`src/logic/hpsr_pkg.sv`:
```
/*
 High-page system register bank: offsets, field positions, reset values and carriers.
 Assumes a classic Wishbone slave with 32-bit data, one register per aligned word.
*/
package hpsr_pkg;
    // Printed offsets are not multiples of four: index = offset, byte address = 4 * index
    localparam logic [15:0] IDX_BREAK_FLAGS = 16'hFE00;
    localparam logic [15:0] IDX_RESET_CAUSE = 16'hFE01;
    localparam logic [15:0] IDX_BREAK_AUX = 16'hFE02;
    localparam logic [15:0] IDX_BREAK_FLAG_CTL = 16'hFE03;
    localparam logic [15:0] IDX_IRQ_SRC_A = 16'hFE04;
    localparam logic [15:0] IDX_IRQ_SRC_B = 16'hFE05;
    localparam logic [15:0] IDX_IRQ_SRC_C = 16'hFE06;
    localparam logic [15:0] IDX_RSVD_FE07 = 16'hFE07;
    localparam logic [15:0] IDX_NVM_CONTROL = 16'hFE08;
    localparam logic [15:0] IDX_BREAK_ADDR_HIGH = 16'hFE09;
    localparam logic [15:0] IDX_BREAK_ADDR_LOW = 16'hFE0A;
    localparam logic [15:0] IDX_BREAK_CONTROL = 16'hFE0B;
    localparam logic [15:0] IDX_LOW_VOLT_STATUS = 16'hFE0C;
    localparam logic [15:0] IDX_RSVD_NVM_TEST = 16'hFE0D;
    localparam logic [15:0] IDX_NVM_BLOCK_PROT = 16'hFFBE;
    localparam logic [15:0] IDX_RSVD_FFBF = 16'hFFBF;
    localparam logic [15:0] IDX_OSC_TRIM = 16'hFFC0;
    localparam logic [15:0] IDX_RSVD_FFC1 = 16'hFFC1;
    localparam logic [15:0] IDX_WDOG_SERVICE = 16'hFFFF;
    // Own additions: sticky event status and its mask
    localparam logic [15:0] IDX_EVENT_STATUS = 16'hFE10;
    localparam logic [15:0] IDX_EVENT_MASK = 16'hFE11;

    // Field positions
    localparam int BIT_SW_BREAK = 1;
    localparam int BIT_BREAK_WDOG_DIS = 0;
    localparam int BIT_BREAK_CLR_EN = 7;
    localparam int BIT_BREAK_ENABLE = 7;
    localparam int BIT_BREAK_ACTIVE = 6;
    localparam int BIT_LV_OUT = 7;
    localparam int BIT_HV_ENABLE = 3;
    localparam int BIT_MASS = 2;
    localparam int BIT_ERASE = 1;
    localparam int BIT_WRITE_SEL = 0;
    localparam logic [7:0] MASK_IRQ_A = 8'h74;
    localparam logic [7:0] MASK_IRQ_B = 8'h80;
    localparam logic [7:0] MASK_IRQ_C = 8'h01;
    localparam logic [7:0] MASK_RESET_CAUSE = 8'hFE;
    localparam logic [7:0] MASK_NVM_CONTROL = 8'h0F;

    // Reset values
    localparam logic [7:0] RST_ZERO = 8'h00;
    localparam logic [7:0] RST_RESET_CAUSE = 8'h80;

    // Event status bits
    localparam int EV_SW_BREAK = 0;
    localparam int EV_WDOG_SERVICE = 1;
    localparam int EV_LOW_VOLT = 2;
    localparam int EV_NVM_REFUSED = 3;
    localparam int EV_COUNT = 4;

    typedef struct packed {
        logic [7:0] bprot;
        logic [7:0] trim;
    } hpsr_nv_t;

    typedef struct packed {
        logic wdogDisable;
        logic swBreak;
        logic clearFlagEnable;
        logic breakEnable;
        logic breakActive;
    } hpsr_break_t;
endpackage

```
`src/logic/hpsr_regs.sv`:
```
/*
 High-page system register bank as a classic Wishbone slave.
 Assumes a synchronous single-clock system; nonvolatile values arrive preloaded on
 nvLoad at power-up and are kept by this bank across every later reset.
*/
// Design decision made here: the Wishbone register port.
// Summary of operation
// - Writing zero to bit 1 of break_flags clears the software break flag.
// - reset_cause holds read-only cause flags in bits 7..1, bit 0 zero, only bit 7 set after power-on.
// - irq_source_flags_a shows read-only sources at bits 6,5,4,2, others zero, reset zero.
// - irq_source_flags_b shows a read-only source at bit 7, others zero, reset zero.
// - irq_source_flags_c shows a read-only source at bit 0, others zero, reset zero.
// - Reading the watchdog service location returns the low byte of the reset vector.
// - Any write to the watchdog service location clears the watchdog counter.
// - The block-protect bits keep their stored value through any reset.
// - The oscillator trim byte is held nonvolatile, readable, and untouched by reset.
// - low_voltage_status shows the detector output in bit 7, others zero, reset zero.
// - break_control holds break enable and break active, both reset zero, others zero.
// - The nonvolatile test locations are reserved and have no register behaviour.
// - Erase select and write-cycle select are never both set.
// - High-voltage enable sets only when write-cycle or erase select is already set.
`timescale 1ns/1ps
module hpsr_regs (
    // Clock and reset
    input wire logic clk,
    input wire logic rst_b,
    // Wishbone slave
    input wire logic [31:0] wb_adr_i,
    input wire logic [31:0] wb_dat_i,
    input wire logic [3:0] wb_sel_i,
    input wire logic wb_we_i,
    input wire logic wb_cyc_i,
    input wire logic wb_stb_i,
    output logic [31:0] wb_dat_o,
    output logic wb_ack_o,
    output logic wb_err_o,
    // Status sources from the system
    input wire logic [6:0] resetCauseIn,
    input wire logic resetCauseLoad,
    input wire logic extIrqSourceFlag,
    input wire logic timerCh0SourceFlag,
    input wire logic timerCh1SourceFlag,
    input wire logic timerOverflowSourceFlag,
    input wire logic keypadSourceFlag,
    input wire logic converterDoneSourceFlag,
    input wire logic lowVoltageDetectOutput,
    input wire logic swBreakSet,
    input wire logic breakActiveSet,
    input wire logic [7:0] resetVectorLow,
    // Nonvolatile contents, presented once at power-up
    input wire hpsr_pkg::hpsr_nv_t nvLoad,
    input wire logic nvLoadStrobe,
    // Controls out
    output hpsr_pkg::hpsr_break_t breakCtl,
    output logic [15:0] breakAddr,
    output logic [3:0] nvmCtl,
    output hpsr_pkg::hpsr_nv_t nvValue,
    output logic wdogClear,
    output logic irq
);
    logic [7:0] resetCause_reg;
    logic [7:0] irqA_reg, irqB_reg, irqC_reg, lowVolt_reg;
    logic [7:0] brkHigh_reg, brkLow_reg;
    logic [3:0] nvm_reg;
    logic [7:0] bprot_reg, trim_reg;
    hpsr_pkg::hpsr_break_t brk_reg;
    logic [hpsr_pkg::EV_COUNT-1:0] evStatus_reg, evMask_reg, evSet;
    logic lowVoltPrev_reg;
    logic [31:0] rdata;
    logic hit;

    wire logic [15:0] idx = wb_adr_i[17:2];
    wire logic req = wb_cyc_i & wb_stb_i & ~wb_ack_o & ~wb_err_o;
    wire logic wr = req & wb_we_i & wb_sel_i[0] & hit;
    wire logic rd = req & ~wb_we_i & hit;
    wire logic [7:0] wd = wb_dat_i[7:0];

    // Read mux and decode; reserved locations answer with zeros
    always_comb begin
        hit = 1'b1;
        rdata = 32'h0000_0000;
        unique case (idx)
            hpsr_pkg::IDX_BREAK_FLAGS: rdata[hpsr_pkg::BIT_SW_BREAK] = brk_reg.swBreak;
            hpsr_pkg::IDX_RESET_CAUSE: rdata[7:0] = resetCause_reg & hpsr_pkg::MASK_RESET_CAUSE;
            hpsr_pkg::IDX_BREAK_AUX: rdata[hpsr_pkg::BIT_BREAK_WDOG_DIS] = brk_reg.wdogDisable;
            hpsr_pkg::IDX_BREAK_FLAG_CTL: rdata[hpsr_pkg::BIT_BREAK_CLR_EN] = brk_reg.clearFlagEnable;
            hpsr_pkg::IDX_IRQ_SRC_A: rdata[7:0] = irqA_reg & hpsr_pkg::MASK_IRQ_A;
            hpsr_pkg::IDX_IRQ_SRC_B: rdata[7:0] = irqB_reg & hpsr_pkg::MASK_IRQ_B;
            hpsr_pkg::IDX_IRQ_SRC_C: rdata[7:0] = irqC_reg & hpsr_pkg::MASK_IRQ_C;
            hpsr_pkg::IDX_NVM_CONTROL: rdata[3:0] = nvm_reg;
            hpsr_pkg::IDX_BREAK_ADDR_HIGH: rdata[7:0] = brkHigh_reg;
            hpsr_pkg::IDX_BREAK_ADDR_LOW: rdata[7:0] = brkLow_reg;
            hpsr_pkg::IDX_BREAK_CONTROL: begin
                rdata[hpsr_pkg::BIT_BREAK_ENABLE] = brk_reg.breakEnable;
                rdata[hpsr_pkg::BIT_BREAK_ACTIVE] = brk_reg.breakActive;
            end
            hpsr_pkg::IDX_LOW_VOLT_STATUS: rdata[7:0] = lowVolt_reg;
            hpsr_pkg::IDX_NVM_BLOCK_PROT: rdata[7:0] = bprot_reg;
            hpsr_pkg::IDX_OSC_TRIM: rdata[7:0] = trim_reg;
            hpsr_pkg::IDX_WDOG_SERVICE: rdata[7:0] = resetVectorLow;
            hpsr_pkg::IDX_EVENT_STATUS: rdata[hpsr_pkg::EV_COUNT-1:0] = evStatus_reg;
            hpsr_pkg::IDX_EVENT_MASK: rdata[hpsr_pkg::EV_COUNT-1:0] = evMask_reg;
            hpsr_pkg::IDX_RSVD_FE07, hpsr_pkg::IDX_RSVD_NVM_TEST,
            hpsr_pkg::IDX_RSVD_FFBF, hpsr_pkg::IDX_RSVD_FFC1: rdata = 32'h0000_0000;
            default: hit = 1'b0;
        endcase
    end

    // Bus answer: one cycle after the request, dropped the cycle after
    always_ff @(posedge clk or negedge rst_b) begin
        if (!rst_b) begin
            wb_ack_o <= 1'b0;
            wb_err_o <= 1'b0;
            wb_dat_o <= 32'h0000_0000;
        end else begin
            wb_ack_o <= req & hit;
            wb_err_o <= req & ~hit;
            wb_dat_o <= (req & hit & ~wb_we_i) ? rdata : 32'h0000_0000;
        end
    end

    // Reset cause: power-on value, then loaded by the reset controller
    always_ff @(posedge clk or negedge rst_b) begin
        if (!rst_b) begin
            resetCause_reg <= hpsr_pkg::RST_RESET_CAUSE;
        end else if (resetCauseLoad) begin
            resetCause_reg <= {resetCauseIn, 1'b0};
        end
    end

    // Interrupt source and low-voltage mirrors
    always_ff @(posedge clk or negedge rst_b) begin
        if (!rst_b) begin
            irqA_reg <= hpsr_pkg::RST_ZERO;
            irqB_reg <= hpsr_pkg::RST_ZERO;
            irqC_reg <= hpsr_pkg::RST_ZERO;
            lowVolt_reg <= hpsr_pkg::RST_ZERO;
        end else begin
            irqA_reg <= {1'b0, timerOverflowSourceFlag, timerCh1SourceFlag, timerCh0SourceFlag,
                         1'b0, extIrqSourceFlag, 2'b00};
            irqB_reg <= {keypadSourceFlag, 7'h00};
            irqC_reg <= {7'h00, converterDoneSourceFlag};
            lowVolt_reg <= {lowVoltageDetectOutput, 7'h00};
        end
    end

    // Break registers; hardware set beats a software clear in the same cycle
    always_ff @(posedge clk or negedge rst_b) begin
        if (!rst_b) begin
            brk_reg <= '0;
            brkHigh_reg <= hpsr_pkg::RST_ZERO;
            brkLow_reg <= hpsr_pkg::RST_ZERO;
        end else begin
            if (swBreakSet) begin
                brk_reg.swBreak <= 1'b1;
            end else if (wr && idx == hpsr_pkg::IDX_BREAK_FLAGS && !wd[hpsr_pkg::BIT_SW_BREAK]) begin
                brk_reg.swBreak <= 1'b0;
            end
            if (wr && idx == hpsr_pkg::IDX_BREAK_AUX) begin
                brk_reg.wdogDisable <= wd[hpsr_pkg::BIT_BREAK_WDOG_DIS];
            end
            if (wr && idx == hpsr_pkg::IDX_BREAK_FLAG_CTL) begin
                brk_reg.clearFlagEnable <= wd[hpsr_pkg::BIT_BREAK_CLR_EN];
            end
            if (wr && idx == hpsr_pkg::IDX_BREAK_CONTROL) begin
                brk_reg.breakEnable <= wd[hpsr_pkg::BIT_BREAK_ENABLE];
            end
            if (breakActiveSet) begin
                brk_reg.breakActive <= 1'b1;
            end else if (wr && idx == hpsr_pkg::IDX_BREAK_CONTROL) begin
                brk_reg.breakActive <= wd[hpsr_pkg::BIT_BREAK_ACTIVE];
            end
            if (wr && idx == hpsr_pkg::IDX_BREAK_ADDR_HIGH) begin
                brkHigh_reg <= wd;
            end
            if (wr && idx == hpsr_pkg::IDX_BREAK_ADDR_LOW) begin
                brkLow_reg <= wd;
            end
        end
    end

    // Nonvolatile control with erase/program interlock
    wire logic nvmWr = wr && idx == hpsr_pkg::IDX_NVM_CONTROL;
    wire logic selBoth = wd[hpsr_pkg::BIT_ERASE] & wd[hpsr_pkg::BIT_WRITE_SEL];
    wire logic selHeld = nvm_reg[hpsr_pkg::BIT_ERASE] | nvm_reg[hpsr_pkg::BIT_WRITE_SEL];
    wire logic hvRefused = nvmWr & wd[hpsr_pkg::BIT_HV_ENABLE]
                           & ~nvm_reg[hpsr_pkg::BIT_HV_ENABLE] & ~selHeld;
    always_ff @(posedge clk or negedge rst_b) begin
        if (!rst_b) begin
            nvm_reg <= 4'h0;
        end else if (nvmWr) begin
            nvm_reg[hpsr_pkg::BIT_MASS] <= wd[hpsr_pkg::BIT_MASS];
            // Both selects requested: keep the old pair rather than guess
            if (!selBoth) begin
                nvm_reg[hpsr_pkg::BIT_ERASE] <= wd[hpsr_pkg::BIT_ERASE];
                nvm_reg[hpsr_pkg::BIT_WRITE_SEL] <= wd[hpsr_pkg::BIT_WRITE_SEL];
            end
            nvm_reg[hpsr_pkg::BIT_HV_ENABLE] <= wd[hpsr_pkg::BIT_HV_ENABLE] & ~hvRefused;
        end
    end

    // Nonvolatile store: not in the reset list, loaded by its strobe, otherwise written by the bus
    always_ff @(posedge clk) begin
        if (nvLoadStrobe) begin
            bprot_reg <= nvLoad.bprot;
            trim_reg <= nvLoad.trim;
        end else begin
            if (wr && idx == hpsr_pkg::IDX_NVM_BLOCK_PROT) begin
                bprot_reg <= wd;
            end
            if (wr && idx == hpsr_pkg::IDX_OSC_TRIM) begin
                trim_reg <= wd;
            end
        end
    end

    // Watchdog service pulse, any data value
    always_ff @(posedge clk or negedge rst_b) begin
        if (!rst_b) begin
            wdogClear <= 1'b0;
        end else begin
            wdogClear <= req & wb_we_i & (idx == hpsr_pkg::IDX_WDOG_SERVICE);
        end
    end

    // Sticky events: a read of the status clears it, a new event wins
    always_comb begin
        evSet = '0;
        evSet[hpsr_pkg::EV_SW_BREAK] = swBreakSet;
        evSet[hpsr_pkg::EV_WDOG_SERVICE] = req & wb_we_i & (idx == hpsr_pkg::IDX_WDOG_SERVICE);
        evSet[hpsr_pkg::EV_LOW_VOLT] = lowVoltageDetectOutput & ~lowVoltPrev_reg;
        evSet[hpsr_pkg::EV_NVM_REFUSED] = hvRefused | (nvmWr & selBoth);
    end

    always_ff @(posedge clk or negedge rst_b) begin
        if (!rst_b) begin
            evStatus_reg <= '0;
            evMask_reg <= '0;
            lowVoltPrev_reg <= 1'b0;
            irq <= 1'b0;
        end else begin
            lowVoltPrev_reg <= lowVoltageDetectOutput;
            if (rd && idx == hpsr_pkg::IDX_EVENT_STATUS) begin
                evStatus_reg <= evSet;
            end else begin
                evStatus_reg <= evStatus_reg | evSet;
            end
            if (wr && idx == hpsr_pkg::IDX_EVENT_MASK) begin
                evMask_reg <= wd[hpsr_pkg::EV_COUNT-1:0];
            end
            irq <= |((evStatus_reg | evSet) & evMask_reg);
        end
    end

    // Control outputs, registered
    always_ff @(posedge clk or negedge rst_b) begin
        if (!rst_b) begin
            breakCtl <= '0;
            breakAddr <= 16'h0000;
            nvmCtl <= 4'h0;
            nvValue <= '0;
        end else begin
            breakCtl <= brk_reg;
            breakAddr <= {brkHigh_reg, brkLow_reg};
            nvmCtl <= nvm_reg;
            nvValue <= {bprot_reg, trim_reg};
        end
    end
endmodule

```
`config.mk`:
```
export PLATFORM = sky130hd
export DESIGN_NAME = hpsr_regs
export DESIGN_NICKNAME = d
export VERILOG_FILES = /design/src/logic/hpsr_pkg.sv /design/src/logic/hpsr_regs.sv
export SDC_FILE = /design/constraint.sdc
export NUM_CORES = 1
export LEC_CHECK = 0
export ABC_AREA = 1
export ABC_CLOCK_PERIOD_IN_PS = 1600
export BUFFER_PORTS_ARGS = -buffer_cell sky130_fd_sc_hd__buf_2
export CELL_PAD_IN_SITES_DETAIL_PLACEMENT = 1
export CELL_PAD_IN_SITES_GLOBAL_PLACEMENT = 1
export CORE_AREA = 5 5 131 133
export DETAILED_ROUTE_END_ITERATION = 10
export DIE_AREA = 0 0 136 138
export PLACE_DENSITY_LB_ADDON = 0.1
export SYNTH_ARGS = -nofsm -noshare
export SYNTH_HDL_FRONTEND = slang
export SYNTH_SLANG_ARGS = --single-unit
```
`constraint.sdc`:
```
create_clock -name clk -period 1.6 [get_ports clk]
set_clock_uncertainty 0.05 [all_clocks]
set_input_delay 0.32 -clock clk [delete_from_list [all_inputs] [get_ports clk]]
set_output_delay 0.32 -clock clk [all_outputs]
set_load 0.05 [all_outputs]
```
* Yosys cells after proc, flatten, opt, wreduce, memory -nomap -nowiden *
Index checks and enable logic that the tools add are counted.

storage, ports and cells
  memory bits (read-only) = 0
  flip-flop bits (word level) = 116
  memories = 0
  latch bits = 0
  bits in writable memories = 0
  input bits = 115
  output and inout bits = 77
  logic and storage cells = 122

cells by class
  add/sub/neg operators = 0
  mux-type cells = 17
  reduce and logical (&&, ||, !) cells = 20
  $mul = 0
  magnitude comparators = 0
  div/mod/pow operators = 0
  bitwise operators = 32
  shift-type cells = 0
  equal/unequal tests = 21

operator list
  kind                  number
  $eq 16x16->1 const B  21
  $mux 8                5
  $pmux 1 s10           3
  $reduce_or 21->1      1
  $pmux 2 s10           1
  $and 1x1->1           19
  $pmux 2 s7            1
  $logic_and 1x1->1     12
  $not 1->1             9
  $pmux 1 s8            1
  $reduce_bool 2->1     4
  $mux 1                5
  $and 4x4->4           1
  $mux 4                1
  $or 4x4->4            1
  $reduce_or 4->1       1
  $or 1x1->1            2
  $reduce_and 2->1      1
  $logic_not 1->1       1

* Logic depth before layout (Yosys ltp) *
Gate-level depths: netlist of the first run.

  depth in word-level cells = 14
  gate-level depth with buffers = 15
  mapped depth without buffers = 14

* Worst setup path after synthesis of the first run *
OpenSTA, ideal clock, no wires.

  path type = input to register
  start point = in wb_adr_i[15]
  end point = reg trim_reg[0] (enable)
  arrival = 1.611 ns
  setup time = 0.329 ns
  path buffers = 0
  cell stages on the path = 12
  slack = -0.390 ns
  data required time = 1.221 ns
  cells stage by stage = nand2_1 > nor2_2 > nand2_2 > nor2_4 > nor2_1 > nand2_1 > nor2_2 > nand3_4 > nand2_4 > inv_8 > nand2_1 > nand2_1

between the ends
  cells in the longest elaborated chain, start to end = 6
  elaborated cells between the ends (all ways) = 26
  those cells by class = eq/ne: 21; mux: 1; bitwise: 1; reduce/logical: 3

RTL lines
  what                             line              RTL
  from (decl)                      hpsr_regs.sv:28   input wire logic [31:0] wb_adr_i,
  $eq 16x16->1 (on tied branches)  n/a
  $reduce_or 21->1 (no line)       n/a
  $mux 1                           hpsr_regs.sv:82   unique case (idx)
  $and 1x1->1                      hpsr_regs.sv:74   wire logic wr = req & wb_we_i & wb_sel_i[0] & hit;
  $logic_and 1x1->1 *              hpsr_regs.sv:211  if (wr && idx == hpsr_pkg::IDX_OSC_TRIM) begin
  $reduce_bool 2->1 (no line) *    n/a
  to (signal assigned)             hpsr_regs.sv:206  trim_reg <= nvLoad.trim;
  to (signal assigned)             hpsr_regs.sv:212  trim_reg <= wd;
  to (decl)                        hpsr_regs.sv:65   logic [7:0] bprot_reg, trim_reg;

Every way passes the cells marked *; elsewhere a longest branch is shown, timed or not.
A chain may end at the register's enable or synchronous reset.

* Worst setup path after layout of the first run *
  start point = reg wb_err_o
  end point = reg bprot_reg[3] (enable)

between the ends
  cells in the longest elaborated chain, start to end = 7

RTL lines
  what                         line              RTL
  from (decl)                  hpsr_regs.sv:36   output logic wb_err_o,
  from (signal assigned)       hpsr_regs.sv:117  wb_err_o <= req & ~hit;
  $not 1->1                    hpsr_regs.sv:73   wire logic req = wb_cyc_i & wb_stb_i & ~wb_ack_o & ~wb_err_o;
  $and 1x1->1                  hpsr_regs.sv:73
  $and 1x1->1 (3 in a row)     hpsr_regs.sv:74
  $logic_and 1x1->1            hpsr_regs.sv:208  if (wr && idx == hpsr_pkg::IDX_NVM_BLOCK_PROT) begin
  $reduce_bool 2->1 (no line)  n/a
  to (signal assigned)         hpsr_regs.sv:205  bprot_reg <= nvLoad.bprot;
  to (signal assigned)         hpsr_regs.sv:209  bprot_reg <= wd;
  to (decl)                    hpsr_regs.sv:65

No other way between the ends.

==> results.txt, run 1 <==
----------------------------------------------------
[Clock tree]
  CTS root buf ... sky130_fd_sc_hd__clkbuf_16
  H-tree depth ... 4
  TritonCTS clock tree ... built
  Buffer levels on the longest clock path ... 2
  Total number of clock tree sinks ... 116
  Clock transition at the registers of the reported paths ... 0.05 ns
  Clock insertion delay at the later pin of the skew report ... 0.42 ns
  Number of clock buffers inserted by TritonCTS ... 17

[STA]
  Share of the clock period used by the worst path after layout ... 1.053
  Max-Slew Margin vs Limit ... 0.6384
  Min cycle time layout ... 1.685 ns
  Final worst slack ... -0.08456 ns
  Finish-stage setup viols ... 30
  Setup repair after global routing missed its margin ... yes
  Fmax ... 593.6 MHz
  Pins over their slew limit ... 0
  Final-layout setup total negative slack ... -1.888 ns
  Transition time of the tightest slew-check pin ... 0.5390 ns
  Tightest hold margin ... 0.06765 ns
  Count of final hold-check violations ... 0

[GRT]
  First-pass GRT wire length ... 25920 um
  Vias in the first global route ... 4823
  Grt ovf ... 0
  Initial antenna violation count ... 0
  Maximum number of pins on one net before global-route repair ... 38
  All-layer global routing usage ... 0.1794

[Synthesis]
  Library cell with the largest summed area after synthesis ... sky130_fd_sc_hd__dfrtp_1
  Yosys top cell area share ... 0.4834
  Number of enable flip-flop cells after synthesis ... 16
  Count of distinct cell types in the synthesized netlist ... 39
  Ranking of synthesized cells by area ... sky130_fd_sc_hd__dfrtp_1, sky130_fd_sc_hd__nand2_1, sky130_fd_sc_hd__edfxtp_1, sky130_fd_sc_hd__buf_4, sky130_fd_sc_hd__inv_1
  Mapped Avg Cell Area ... 9.421 um2
  Gate count after technology mapping ... 544
  Cell area after technology mapping ... 0.005125 mm2
  Proportion of synthesized chip area in sequential cells ... 0.5823
  Number of storage elements in the synthesis netlist ... 116
  Main synth FF type ... sky130_fd_sc_hd__dfrtp_1
  Fraction of registers with async set/reset ... 0.8621
  Warning count from the yosys run ... 0

[Floorplanning]
  Die height ... 138 um
  Starting Density ... 0.3262
  Standard-cell rows ... 46
  Num ports ... 192
  Die ar. ... 0.01877 mm2
  Width of the die ... 136 um
  Placeable core region ... 0.01571 mm2

[Layout]
  Syn-to-layout area delta ... 45.97%
  Largest registers ranked by flip-flop count ... breakAddr (16), nvValue (16)
  Most common library cell in the layout ignoring fill and taps ... sky130_fd_sc_hd__nand2_1
  Commonest cells after routing, fill and taps aside ... sky130_fd_sc_hd__nand2_1, sky130_fd_sc_hd__buf_2, sky130_fd_sc_hd__dfrtp_1
  Number of diodes added for antenna fixing ... 0
  Core Util, Final ... 0.4761
  Layout cells sized above 1 ... 0.4168
  Post-layout nets ... 865

[Worst setup path]
  Startpoint-to-endpoint class of the critical path ... flop to flop
  CP arrival ... 1.75 ns
  CP Launch Type ... flop
  Crit. End Element ... flop
  Top fanout value on the critical path ... 8
  Required time of the worst setup path ... 1.66 ns

[Outcome]
  Violated checks ... negative setup slack
  Status ... complete, but fails checks

[Routing]
  DRC violation count after routing ... 0
  Initial drt markers ... 129
  Top routing layer in use ... met4
  Number of iterations in the first detailed-routing pass ... 4
  Post-route antenna net violation count ... 0
  Met3 wire len ... 710 um
  Detailed-route via count ... 4372
  Final routed wire length divided by cell count ... 16.99 um
  Detailed-route wire length on metal 1 ... 7525 um
  Detailed-routed wire length on met2 ... 8126 um
  Final routed wirelength across all metal layers ... 16640 um
  Via/cell ratio ... 4.466

[Power and ir drop]
  Power Total ... 7.619 mW
  Total power divided by cell area ... 1018 mW/mm2
  Worst vdd ir ... 0.8070 mV
  Leakage component of the power ... 3.696 nW

[Job]
  Maxcap violations ... 0

[Worst hold path]
  Path category of the worst min-delay check ... primary input to flop

[Placement]
  Placer's final routability congestion estimate ... 0.8408
  IO Port Bufs ... 124
  HPWL after detailed placement ... 12760 um

----------------------------------------------------
## worst max-delay path, cell delays in order (launching register included)
cell,delay [ns]
sky130_fd_sc_hd__dfrtp_2,0.41
sky130_fd_sc_hd__nor2_2,0.10
sky130_fd_sc_hd__and3_4,0.21
sky130_fd_sc_hd__nand2_4,0.06
sky130_fd_sc_hd__nor2_4,0.10
sky130_fd_sc_hd__buf_6,0.12
sky130_fd_sc_hd__nand2_8,0.06
sky130_fd_sc_hd__clkinv_8,0.10
sky130_fd_sc_hd__nand2_8,0.07
sky130_fd_sc_hd__nand2_8,0.10
## final timing paths
kind | start | end | slack, ns | depth (start not counted)
setup / recovery | wb_err_o | bprot_reg[3] | -0.08 | 9
hold / removal | resetCauseIn[1] | resetCause_reg[2] | 0.07 | 3
setup reg to reg | wb_err_o | bprot_reg[3] | -0.08 | 9
hold reg to reg | trim_reg[1] | nvValue[1] | 0.34 | 0
max in group asynchronous | rst_b | wb_ack_o | 0.72 | 3
min in group asynchronous | rst_b | breakAddr[5] | 0.27 | 2
## repair_timing
item                                   in CTS  in global routing
gates cloned                                1                  0
gates resized for setup                    16                 77
hold buffers                                8                  0
pin swaps                                   3                 17
endpoints found under the hold margin      41                  0
setup endpoints to repair                  49                 58
setup buffers                               3                  4
## per-layer routing
layer	global-route usage	up-vias
li1	-	2125
met1	0.2381	2107
met2	0.2897	117
met3	0.03374	23
met4	0.06897	0
met5	0	-
## through the flow
stage | instance area, um2 | setup slack [ns] | std cells
final | 7481 | -0.08456 | 979
after global placement | 6425 | -0.4939 | 932
after global routing | 7481 | -0.1906 | 979
after CTS | 7187 | -0.1350 | 976
after detailed placement | 6425 | -0.5393 | 932
after floorplan | 5299 | -0.2007 | 567
## cell usage after synthesis, types with 2 or more instances
library cell               number
sky130_fd_sc_hd__nor2_1        42
sky130_fd_sc_hd__nand2_4        4
sky130_fd_sc_hd__clkbuf_1       3
sky130_fd_sc_hd__a22o_1         6
sky130_fd_sc_hd__mux2_2         2
sky130_fd_sc_hd__o211ai_1       2
sky130_fd_sc_hd__nor2_2        10
sky130_fd_sc_hd__a21oi_1        4
sky130_fd_sc_hd__a221oi_1       3
sky130_fd_sc_hd__nor2_4         4
sky130_fd_sc_hd__o22ai_1        3
sky130_fd_sc_hd__edfxtp_1      16
sky130_fd_sc_hd__nand3_1       14
sky130_fd_sc_hd__nand4_1        5
sky130_fd_sc_hd__o21ai_0       30
sky130_fd_sc_hd__nand2_1      170
sky130_fd_sc_hd__buf_4         25
sky130_fd_sc_hd__dfrtp_1       99
sky130_fd_sc_hd__o21ai_2       16
sky130_fd_sc_hd__nor3_1         8
sky130_fd_sc_hd__a31oi_1        4
sky130_fd_sc_hd__clkinv_1       3
sky130_fd_sc_hd__nand2_2        9
sky130_fd_sc_hd__inv_1         46
sky130_fd_sc_hd__buf_8          2
## final cells by class
cell class / count / area [um2]
Clock buffer: 20 / 436.7
Clock inverter: 12 / 138.9
Fill cell: 1817 / 8232
Inverter: 51 / 207.7
Multi-Input combinational cell: 370 / 2185
Sequential cell: 116 / 2987
Tap cell: 216 / 270.3
Timing Repair Buffer: 194 / 1256
## report_power, final
group | leakage [nW] | switching, mW | internal [mW]
clock | 0.282 | 1.32 | 2.42
sequential | 1.44 | 0.0514 | 3.11
combinational | 1.97 | 0.533 | 0.194
## cell families (layout without fill, tap and decap cells)
logic type	count (synthesis)	count (layout)	synth area share
other	1	24	0.0007317
AND/OR/NAND/NOR	272	273	0.2368
buffers and inverters	82	277	0.08447
AO/OA/AOI/OAI	71	71	0.09131
multiplexers	2	2	0.004394
flip-flops	116	116	0.5823
Note: power is estimated with default switching activity, not from simulation.
==> run 2: changes to the inputs <==
Settings changed: ABC_CLOCK_PERIOD_IN_PS 1600 to 1400, CORE_AREA 5 5 131 133 to 5 5 125 139, DIE_AREA 0 0 136 138 to 0 0 130 144.
Clock period 1.6 ns to 1.4 ns, I/O delays scaled along.
==> results.txt, run 2 (synthesis results as in run 1) <==
----------------------------------------------------
[Routing]
  Detailed-routed wire length on met2 ... 8696 um (+7.0%)
  Number of iterations in the first detailed-routing pass ... 4 (unchanged)
  DRC violation count after routing ... 0 (unchanged)
  Post-route antenna net violation count ... 0 (unchanged)
  Via/cell ratio ... 4.517 (+1.1%)
  Detailed-route via count ... 4386 (+0.32%)
  Detailed-route wire length on metal 1 ... 7131 um (-5.2%)
  Initial drt markers ... 190 (+47%)
  Final routed wire length divided by cell count ... 17.28 um (+1.7%)
  Met3 wire len ... 751 um (+5.8%)
  Top routing layer in use ... met4
  Final routed wirelength across all metal layers ... 16780 um (+0.85%)

[Placement]
  Setup Slack @ Placement ... -0.6304 ns (-0.09113 ns)
  HPWL after detailed placement ... 12820 um (+0.43%)
  Placer's final routability congestion estimate ... 0.8901 (+5.9%)
  Number of placed cells counting well taps ... 917 (-1.6%)
  IO Port Bufs ... 124 (unchanged)

[STA]
  Share of the clock period used by the worst path after layout ... 1.175 (+0.1219)
  Min cycle time layout ... 1.645 ns (-0.03992 ns)
  Setup repair after global routing missed its margin ... yes
  Pins over their slew limit ... 0 (unchanged)
  Finish-stage setup viols ... 58 (+93%)
  Count of final hold-check violations ... 0 (unchanged)
  Final worst slack ... -0.2446 ns (-0.1601 ns)
  Tightest hold margin ... 0.03451 ns (-0.03314 ns)
  Fmax ... 608.0 MHz (+2.4%)

[Job]
  Maxcap violations ... 0 (unchanged)

[Layout]
  Most common library cell in the layout ignoring fill and taps ... sky130_fd_sc_hd__nand2_1
  Layout cells sized above 1 ... 0.4524 (+0.03564)
  Filler Cells Inserted ... 1832 (+0.83%)
  Largest registers ranked by flip-flop count ... breakAddr (16), nvValue (16)
  Number of non-filler instances in the completed layout ... 971 (-0.82%)
  Commonest cells after routing, fill and taps aside ... sky130_fd_sc_hd__nand2_1, sky130_fd_sc_hd__buf_2, sky130_fd_sc_hd__dfrtp_1
  Core Util, Final ... 0.4754 (-0.0006790)
  Number of diodes added for antenna fixing ... 0 (unchanged)
  Syn-to-layout area delta ... 47.88%
  Post-layout nets ... 869 (+0.46%)

[Worst hold path]
  Hold Path Stages ... 3 (unchanged)
  Min-Delay Endpoint ... resetCause_reg[4]
  Min-Delay Startpoint ... resetCauseIn[3]
  Path category of the worst min-delay check ... primary input to flop

[Floorplanning]
  Die height ... 144 um (+4.3%)
  Standard-cell rows ... 49 (+6.5%)
  Num ports ... 192 (unchanged)
  Starting Density ... 0.3215 (-0.004660)
  Die ar. ... 0.01872 mm2 (-0.26%)
  Placeable core region ... 0.01594 mm2 (+1.4%)
  Width of the die ... 130 um (-4.4%)

[Worst setup path]
  Crit. End Element ... flop
  Flop-to-flop setup slack ... -0.24 ns (-0.16 ns)
  Worst r2r src ... wb_err_o
  FF-to-FF End ... trim_reg[3]
  Launching instance or port of the critical path ... wb_err_o
  CP Launch Type ... flop
  Required time of the worst setup path ... 1.48 ns (-0.18 ns)
  CP arrival ... 1.72 ns (-0.03 ns)
  Top fanout value on the critical path ... 8 (unchanged)
  Startpoint-to-endpoint class of the critical path ... flop to flop
  Depth of the worst register-to-register path ... 8 (-1)

[Power and ir drop]
  Leakage component of the power ... 3.748 nW (+1.4%)
  Power spent charging and discharging nets ... 2.113 mW (+11%)
  Power Total ... 8.327 mW (+9.3%)
  Total power divided by cell area ... 1099 mW/mm2 (+7.9%)
  Proportion of power drawn by combinational gates ... 0.102 (+0.007)
  Clock share of power ... 0.464 (-0.026)
  Internal ... 6.213 mW (+8.6%)
  Part of the power in registers ... 0.434 (+0.020)
  Switching share of power ... 0.2538 (+0.004460)
  Worst vdd ir ... 0.7769 mV (-3.7%)

[Clock tree]
  Clock transition at the registers of the reported paths ... 0.05 ns (about the same)
  H-tree depth ... 4 (unchanged)
  CTS root buf ... sky130_fd_sc_hd__clkbuf_16
  Total number of clock tree sinks ... 116 (unchanged)
  TritonCTS clock tree ... built
  Clock insertion delay at the later pin of the skew report ... 0.41 ns (about the same)
  Number of clock buffers inserted by TritonCTS ... 17 (unchanged)
  Buffer levels on the longest clock path ... 2 (unchanged)

[GRT]
  Grt ovf ... 0 (unchanged)
  First-pass GRT wire length ... 26390 um (+1.8%)
  Vias in the first global route ... 4855 (+0.66%)
  Initial antenna violation count ... 0 (unchanged)
  Maximum number of pins on one net before global-route repair ... 37 (-2.6%)
  All-layer global routing usage ... 0.1869 (+0.007499)

[Outcome]
  Violated checks ... negative setup slack
  Status ... complete, but fails checks

----------------------------------------------------
## run 2: power by group through the flow
stage               logic, mW  registers, mW  clock network, mW
floorplan               0.351           3.80                  0
global placement        0.770           3.67                  0
detailed placement      0.783           3.67                  0
CTS                     0.831           3.62               3.95
global route            0.917           3.62               4.10
finish                  0.846           3.61               3.87
## run 2: layer usage
metal  track usage  vias up
met4       0.05416        0
met2        0.3223      118
met5             0        -
met3       0.04285       17
li1              -     2119
met1        0.2349     2132
## run 2: critical path, cell delays in order (launching register included)
cell and delay [ns]:
sky130_fd_sc_hd__dfrtp_2 0.40, sky130_fd_sc_hd__nor2_2 0.09, sky130_fd_sc_hd__and3_4 0.20, sky130_fd_sc_hd__nand2_4 0.06, sky130_fd_sc_hd__nor2_4 0.19, sky130_fd_sc_hd__nand2_8 0.09
sky130_fd_sc_hd__clkinv_8 0.10, sky130_fd_sc_hd__nand2_4 0.07, sky130_fd_sc_hd__nand2_8 0.09
## run 2: area by class of cell
class,count,area [um2],share of cell area
Clock buffer,27,503.0,0.06637
Clock inverter,5,30.03,0.003962
Inverter,51,219.0,0.02889
Multi-Input combinational cell,369,2267,0.2992
Sequential cell,116,2987,0.3941
Tap cell,204,255.2,0.03368
Timing Repair Buffer,199,1318,0.1738
## run 2: how the worst max path moves through the flow
stage / endpoint / slack (ns) / cells past startpoint
detailed placement: brkLow_reg[5] / -0.63 / 14
global placement: wb_dat_o[3] / -0.63 / 10
floorplan: trim_reg[0] / -0.36 / 13
CTS: brkLow_reg[5] / -0.22 / 9
global route: brk_reg[0] / -0.38 / 16
finish: trim_reg[3] / -0.24 / 8
## run 2: stage by stage
| stage | TNS, ns | cell area (um2) |
|---|---|---|
| after global placement | -32.48 | 6389 |
| after CTS | -10.25 | 7277 |
| final | -10.76 | 7579 |
| after floorplan | -14.13 | 5315 |
| after global routing | -16.49 | 7579 |
| after detailed placement | -34.19 | 6389 |
## run 2: timing repair
item / CTS / global route
hold buffers: 8 / 0
setup buffers: 6 / 11
pin swaps: 11 / 27
gates resized for setup: 54 / 76
hold endpoints to repair: 28 / 0
cloned: 0 / 0
endpoints found under the setup margin: 59 / 63
